### config.mk
export PLATFORM = sky130hd
export DESIGN_NAME = slsf_top
export DESIGN_NICKNAME = d
export VERILOG_FILES = /design/src/slsf_pkg.sv /design/src/slsf_flag_bit.sv /design/src/slsf_top.sv
export VERILOG_INCLUDE_DIRS = /design/src
export SDC_FILE = /design/constraint.sdc
export NUM_CORES = 1
export LEC_CHECK = 0
export BUFFER_PORTS_ARGS = -buffer_cell sky130_fd_sc_hd__buf_2
export CAP_MARGIN = 20
export CORE_MARGIN = 2
export CORE_UTILIZATION = 35
export CTS_BUF_LIST = sky130_fd_sc_hd__clkbuf_8
export DETAILED_ROUTE_END_ITERATION = 8
export GPL_TIMING_DRIVEN = 0
export PLACE_DENSITY = 0.65
export SYNTH_ARGS = -nofsm -noshare
export SYNTH_HDL_FRONTEND = slang
export SYNTH_HIERARCHICAL = 1
export SYNTH_SLANG_ARGS = --single-unit
export TNS_END_PERCENT = 50
### constraint.sdc
create_clock -name CORE_CLK -period 1.1 [get_ports CORE_CLK]
set_input_delay 0.055 -clock CORE_CLK [delete_from_list [all_inputs] [get_ports CORE_CLK]]
set_output_delay 0.055 -clock CORE_CLK [all_outputs]
set_load 0.02 [all_outputs]
### src/slsf_cfg.svh
// register map, reset values and field positions of the stage limit status flags
`ifndef SLSF_CFG_SVH
`define SLSF_CFG_SVH

// ----------------------------------------------------------------------------
// geometry
// ----------------------------------------------------------------------------
`define SLSF_NSTAGE      12
`define SLSF_DW          16
`define SLSF_AW          10

// ----------------------------------------------------------------------------
// register offsets
// ----------------------------------------------------------------------------
`define SLSF_OFS_HIGH    10'h009
`define SLSF_OFS_DONE    10'h00a
`define SLSF_OFS_DONE_EN 10'h00b
`define SLSF_OFS_DONE_CL 10'h00c

// ----------------------------------------------------------------------------
// reset values
// ----------------------------------------------------------------------------
`define SLSF_RST_FLAGS   12'h000
`define SLSF_RST_WORD    16'h0000
`define SLSF_PAD_ZERO    4'h0

`endif

### src/slsf_pkg.sv
// types shared by the stage limit status flags block
package slsf_pkg;
    // one stage event as reported by the conversion sequencer
    typedef struct packed {
        logic [11:0] over_high;
        logic [11:0] conv_done;
    } slsf_stage_evt_t;

    typedef enum logic [1:0] {
        SLSF_RD_NONE = 2'b00,
        SLSF_RD_HIGH = 2'b01,
        SLSF_RD_DONE = 2'b10,
        SLSF_RD_OTHR = 2'b11
    } slsf_rd_kind_t;
endpackage : slsf_pkg

### src/slsf_flag_bit.sv
// one sticky status flag with set-over-clear
`timescale 1ns/1ps
`default_nettype none
module slsf_flag_bit (
    input  wire logic clk,
    input  wire logic rst,
    input  wire logic set_i,
    input  wire logic clr_i,
    output var  logic flag_o
);
    logic flag_d;

    always_comb begin
        flag_d = flag_o;
        if (clr_i) begin
            flag_d = 1'b0;
        end
        if (set_i) begin
            flag_d = 1'b1;
        end
    end

    always_ff @(posedge clk or posedge rst) begin
        if (rst) begin
            flag_o <= 1'b0;
        end else begin
            flag_o <= flag_d;
        end
    end
endmodule : slsf_flag_bit
`default_nettype wire

### src/slsf_top.sv
// stage high-limit and conversion-done status flags with interrupt
//
// Design decision made here: strobed register access.
`timescale 1ns/1ps
`default_nettype none
`include "slsf_cfg.svh"

// Contract
// - high-limit flags, 0x009, bits 0-11, read-only
// - stage result above high threshold sets flag
// - readback clears flags unless limit still exceeded
// - per-stage read-only conversion-done flags, reset zero
// - enabled done flag drives active-low interrupt
module slsf_top
    import slsf_pkg::*;
(
    input  wire logic                   CORE_CLK,
    input  wire logic                   SYS_RST,
    input  wire logic [`SLSF_AW-1:0]    ADDR,
    input  wire logic [`SLSF_DW-1:0]    WDATA,
    input  wire logic                   WR_STB,
    input  wire logic                   RD_STB,
    input  wire slsf_stage_evt_t        STAGE_EVT,
    output var  logic [`SLSF_DW-1:0]    RDATA,
    output var  logic                   INT_N
);
    // ------------------------------------------------------------------------
    // flag storage
    // ------------------------------------------------------------------------
    logic [`SLSF_NSTAGE-1:0] high_flag;
    logic [`SLSF_NSTAGE-1:0] done_flag;
    logic [`SLSF_NSTAGE-1:0] high_clr;
    logic [`SLSF_NSTAGE-1:0] done_clr;
    logic [`SLSF_NSTAGE-1:0] done_en_q;
    logic [`SLSF_NSTAGE-1:0] done_en_d;
    logic                    en_wr;
    logic                    cl_wr;
    logic [`SLSF_DW-1:0]     rdata_d;
    logic                    int_n_d;
    slsf_rd_kind_t           rd_kind;

    // readback decode; only the read strobe cycle counts as readback, so a
    // stray address change between strobes never clears a flag
    always_comb begin
        rd_kind = SLSF_RD_NONE;
        if (RD_STB) begin
            case (ADDR)
                `SLSF_OFS_HIGH: rd_kind = SLSF_RD_HIGH;
                `SLSF_OFS_DONE: rd_kind = SLSF_RD_DONE;
                default:        rd_kind = SLSF_RD_OTHR;
            endcase
        end
    end

    // ------------------------------------------------------------------------
    // write decode
    // ------------------------------------------------------------------------
    // only the enable and clear words take writes; a write to either status
    // word, or to any unmapped address, falls through and changes nothing
    assign en_wr = WR_STB && (ADDR == `SLSF_OFS_DONE_EN);
    assign cl_wr = WR_STB && (ADDR == `SLSF_OFS_DONE_CL);

    // ------------------------------------------------------------------------
    // clear strobes
    // ------------------------------------------------------------------------
    // high flags cleared on readback; a limit still exceeded re-sets the flag
    // because set beats clear in every flag cell
    assign high_clr = (rd_kind == SLSF_RD_HIGH) ?
                      {`SLSF_NSTAGE{1'b1}} : `SLSF_RST_FLAGS;
    // done flags ignore readback: software clears them by writing ones, so
    // a status poll can never swallow a completion it has not handled
    assign done_clr = cl_wr ? WDATA[`SLSF_NSTAGE-1:0] : `SLSF_RST_FLAGS;

    // ------------------------------------------------------------------------
    // per-stage flag cells
    // ------------------------------------------------------------------------
    // high and done cells are identical and differ only in how they clear
    for (genvar i = 0; i < `SLSF_NSTAGE; i++) begin : g_stage
        slsf_flag_bit u_high (
            .clk    (CORE_CLK),
            .rst    (SYS_RST),
            .set_i  (STAGE_EVT.over_high[i]),
            .clr_i  (high_clr[i]),
            .flag_o (high_flag[i])
        );
        slsf_flag_bit u_done (
            .clk    (CORE_CLK),
            .rst    (SYS_RST),
            .set_i  (STAGE_EVT.conv_done[i]),
            .clr_i  (done_clr[i]),
            .flag_o (done_flag[i])
        );
    end

    // ------------------------------------------------------------------------
    // registers, read data and interrupt
    // ------------------------------------------------------------------------
    always_comb begin
        done_en_d = done_en_q;
        if (en_wr) begin
            done_en_d = WDATA[`SLSF_NSTAGE-1:0];
        end
        // unmapped and write-only addresses read back as zero
        rdata_d = `SLSF_RST_WORD;
        case (rd_kind)
            SLSF_RD_HIGH: rdata_d = {`SLSF_PAD_ZERO, high_flag};
            SLSF_RD_DONE: rdata_d = {`SLSF_PAD_ZERO, done_flag};
            SLSF_RD_OTHR: begin
                if (ADDR == `SLSF_OFS_DONE_EN) begin
                    rdata_d = {`SLSF_PAD_ZERO, done_en_q};
                end
            end
            default: rdata_d = `SLSF_RST_WORD;
        endcase
        // a level, not a pulse: it stays low until the host clears the
        // flag or drops its enable, so a slow host cannot miss it
        int_n_d = ~|(done_flag & done_en_q);
    end

    always_ff @(posedge CORE_CLK or posedge SYS_RST) begin
        if (SYS_RST) begin
            done_en_q  <= `SLSF_RST_FLAGS;
            RDATA      <= `SLSF_RST_WORD;
            INT_N      <= 1'b1;
        end else begin
            done_en_q  <= done_en_d;
            RDATA      <= rdata_d;
            INT_N      <= int_n_d;
        end
    end
endmodule : slsf_top
`default_nettype wire

-- Word level (Yosys, flattened, before mapping)
Cells that the tools add are included.
Widths: inputs -> output; s select.
- input port bits: 54
- flip-flop bits (word level): 53
- output and inout port bits: 17
- muxes and demuxes: 54
- bitwise gates (word level): 1
- equality and inequality tests: 7
- reductions and logical operators: 28
- operator list (operator ; count):
    $mux 1 ; 48
    $reduce_bool 2->1 ; 24
    $eq 10x4->1 const B ; 4
    $mux 12 ; 3
    $pmux 12 s3 ; 1
    $and 12x12->12 ; 1
    $reduce_or 12->1 ; 1
    $eq 2x2->1 const B ; 2
    $pmux 2 s2 ; 1
    $eq 2x1->1 const B ; 1
    $logic_and 1x1->1 ; 2
    $mux 2 ; 1
    $logic_not 1->1 ; 1

-- Longest topological paths before layout
- depth in word-level cells: 7
- gate-level depth with buffers: 7

-- By module
The synthesis kept the hierarchy.
- by module, submodules not included (module ; cells an instance ; area an instance (sq um) ; instances ; sequential area each (sq um)):
    slsf_top ; 116 ; 1343.8 ; 1 ; 626.9
    slsf_flag_bit ; 4 ; 40.0 ; 24 ; 25.0

-- Least setup slack after synthesis
Ideal clock, no wire load.
- path kind: input-to-reg
- start point: input port ADDR[5]
- end point: register g_stage[0].u_high.flag_o
- stages on the path: 5
- slack: -1.046 ns
- required time: 0.982 ns
- data arrival time: 2.028 ns
- path buffers: 0
- library setup time: 0.118 ns
- cell sequence: or4_4 or3_4 nor3b_1 inv_1 a21o_1
- longest elaborated chain between the ends: 6
- elaborated cells between the ends (all ways): 7
- classes of those cells: eq/ne (3); mux (3); reduce/logical (1)
- ends and longest elaborated chain (what ; RTL line ; source):
    start, declared ; slsf_top.sv:19 ; input wire logic [`SLSF_AW-1:0] ADDR,
    $eq 10x4->1 ; slsf_top.sv:47 ; case (ADDR)
    $pmux 2 s2 * ; slsf_top.sv:47 ;
    $mux 2 * ; slsf_top.sv:46 ; if (RD_STB) begin
    $eq 2x1->1 * ; slsf_top.sv:68 ; assign high_clr = (rd_kind == SLSF_RD_HIGH) ?
    $mux 12 (no source line) * ; - ;
    via high_clr[0] ; slsf_top.sv:32 ; logic [`SLSF_NSTAGE-1:0] high_clr;
    $reduce_bool 2->1 (no source line) * ; - ;
    end signal, assigned ; slsf_flag_bit.sv:27 ; flag_o <= flag_d;
    end, declared ; slsf_flag_bit.sv:9 ; output var logic flag_o
The timed path passes the listed nets; every way through them passes the cells marked *.
A chain may end at the register's enable or synchronous reset.

-- Worst setup path in the final report
- start point: input port ADDR[6]
- end point: register g_stage[1].u_high.flag_o
- longest elaborated chain between the ends: 6
- elaborated cells between the ends (all ways): 7
- classes of those cells: eq/ne (3); mux (3); reduce/logical (1)
- ends and longest elaborated chain (what ; RTL line):
    $eq 10x4->1 ; slsf_top.sv:47
    $pmux 2 s2 * ; slsf_top.sv:47
    $mux 2 * ; slsf_top.sv:46
    $eq 2x1->1 * ; slsf_top.sv:68
    $mux 12 (no source line) * ; -
    $reduce_bool 2->1 (no source line) * ; -
    end signal, assigned ; slsf_flag_bit.sv:27
    end, declared ; slsf_flag_bit.sv:9
Mark *: on every way between the ends. The rest lies on a longest branch, timed or not.

==> key figures <==
Timing
  – Final Skew: 2.61 ps
  – Worst Max-Slew Pin Slew: 969 ps
  – Final hold vios: 0
  – Final Max Slew Viols: 0
  – Min cycle time layout: 1520 ps
  – RSZ-0062 raised after global routing: yes
  – FMAX: 658 MHz
  – Relative max-transition margin: 35.4%
  – Final worst slack: -419 ps
  – Final setup fails: 49
  – Final period util: 138%
  – Hold WS: 3.95 ps

Place
  – GPL Wtd Cong: 0.820
  – Port bufs: 61
  – Post-Place Worst Slack: -1000 ps
  – Placed wire-length estimate: 3730 um

Pwr
  – P_leak: 1.58 nW
  – Power Density: 997 nW/um^2
  – Maximum vdd drop: 0.526 mV
  – Total Power: 3.30 mW

Floorplanning
  – Die footprint: 7250 sq um
  – Die X: 85.1 um
  – Starting Density: 36.3%
  – Std cell rows: 29
  – Die height: 85.1 um
  – Ports: 71
  – Placeable Area: 6350 sq um

Global route
  – Largest net degree at the start of global routing: 26
  – Vias in the first global route: 1,873
  – GRT Resource Usage Total: 16.4%
  – Grt ovf: 0
  – Initial antenna violation count: 0
  – Global-route wire length before repair: 9160 um

Final layout
  – Area grow syn2layout: 43.8%
  – Share of layout cells above drive strength 1: 47.4%
  – Reg area: 1230 sq um
  – Most frequent cells in the layout: buf_2, dfrtp_1, inv_1
  – Commonest non-fill, non-tap cell in the layout: buf_2
  – Multi-input gate area: 932 sq um
  – Fill cells: 571
  – Ant diodes: 0
  – Fin nets: 376

Synthesis
  – Synth cell types: 27
  – Seq/Total Area, Yosys: 53.3%
  – Synthesized area: 2300 sq um
  – Yosys warnings: 6
  – Gate count of the mapped netlist: 212
  – FF+latch count, synth: 49
  – Post-Syn Area per Cell: 10.9 sq um

Clocking
  – CTS root buf: clkbuf_8
  – CTS H-Tree Depth: 2
  – Bufs on Longest Clock Path: 2
  – Num Clock Sinks: 49
  – TritonCTS Buffers: 5
  – Clk_lat worst skew: 300 ps
  – CTS tree: yes
  – CTS clk-pin slew, worst paths: 90 ps

Routing
  – Routed wire per std cell: 14.4 um
  – Vias: 1,857
  – DRT Wirelength: 5770 um
  – DRC violations left: 0
  – Final ANT Viol Nets: 0
  – Starting DRC count in detailed routing: 112
  – DRT Pass-1 Iters: 4
  – Drt via density: 4.64

Min path
  – Worst Hold Class: in2async

Critical path
  – Setup crit end kind: flop
  – Crit path kind: in2reg
  – CP required: 1290 ps
  – Worst endpoint data arrival time: 1710 ps
  – Setup crit start kind: input port
  – Max FO, Critical Path: 4

Status
  – Failing checks: negative setup slack
  – Status: complete, but fails checks

Job
  – Max-cap violations: 0
[cell usage after synthesis]
library cell | number | area share, %
a21o_1 | 24 | 7.8
a221oi_1 | 3 | 1.1
a22o_1 | 3 | 1.1
a22oi_1 | 12 | 3.9
and2_1 | 12 | 3.3
and3_1 | 1 | 0.27
buf_4 | 4 | 1.3
buf_6 | 2 | 0.98
clkbuf_1 | 4 | 0.65
clkbuf_2 | 1 | 0.22
conb_1 | 1 | 0.16
dfrtp_1 | 48 | 52
dfstp_2 | 1 | 1.1
inv_1 | 49 | 8.0
mux2_2 | 24 | 12
nand2_1 | 1 | 0.16
nand4_1 | 1 | 0.27
nand4b_1 | 1 | 0.38
nor2_1 | 12 | 2.0
nor2b_1 | 1 | 0.27
nor3_4 | 1 | 0.71
nor3b_1 | 1 | 0.33
nor4_2 | 1 | 0.54
or2_2 | 1 | 0.27
or3_2 | 1 | 0.33
or3_4 | 1 | 0.49
or4_4 | 1 | 0.49
[cell type report]
class                           instances  share of cell area [%]
Timing Repair Buffer                  100                    21.1
Buffer                                 11                    2.60
Multi-Input combinational cell        106                    28.1
Inverter                               49                    5.55
Clock inverter                          2                   0.227
Sequential cell                        49                    37.0
Clock buffer                            6                    2.49
Tap cell                               77                    2.91
[kinds of logic after synthesis]
group	synth area share, %
simple gates	9.72
other cells	0.163
buf+inv	11.1
mux	11.7
compound gates	14.0
flops	53.3
[critical path: stages]
cell,delay [ps]
buf_6,90
or4_4,550
or3_4,360
nor3b_4,270
buf_6,160
inv_1,50
a21o_1,160
[final timing paths]
check,from,endpoint,slack [ps],cells past startpoint
max,ADDR[6],g_stage[1].u_high/flag_o,-420,7
min,SYS_RST,RDATA[5],4,2
max reg2reg,g_stage[6].u_done/flag_o,INT_N,-10,3
min reg2reg,g_stage[3].u_high/flag_o,g_stage[3].u_high/flag_o,480,1
max in group asynchronous,SYS_RST,g_stage[2].u_high/flag_o,370,3
min in group CORE_CLK,WDATA[4],done_en_q[4],10,2
[per-layer routing]
layer / vias up / part of all wire (%) / GRT usage [%]
met5: - / 0 / 0
met1: 904 / 44 / 21.2
met4: 0 / 1.5 / 4.18
met2: 47 / 50 / 27.1
li1: 894 / - / -
met3: 12 / 4.9 / 4.47
[repair_timing]
action | CTS | global route
resized for setup | 44 | 11
buffers inserted | 4 | 4
endpoints found under the hold margin | 49 | 3
gates cloned | 1 | 1
endpoints found under the setup margin | 47 | 49
hold buffers | 26 | 3
pin swaps | 25 | 6
[stage by stage]
| step | TNS [ps] | util, % | cells | area (sq um) |
|---|---|---|---|---|
| floorplan | -18180 | - | 215 | 2330 |
| global placement | -35280 | 43.0 | 353 | 2730 |
| detailed placement | -36390 | 43.0 | 353 | 2730 |
| CTS | -12180 | 50.7 | 392 | 3220 |
| global route | -17290 | 52.2 | 400 | 3310 |
| finish | -14850 | 52.2 | 400 | 3310 |
[registers in the layout, summed over array words and instances (netlist names)]
name,flops
g_stage.u_high/flag_o,12
g_stage.u_done/flag_o,12
RDATA,12
INT_N,1
done_en_q,12
[power by group]
group	internal (mW)	switching, mW	total [mW]
sequential	1.82	0.00692	1.82
combinational	0.225	0.188	0.414
clock	0.495	0.571	1.07
Power figures use the tool's default switching activity.
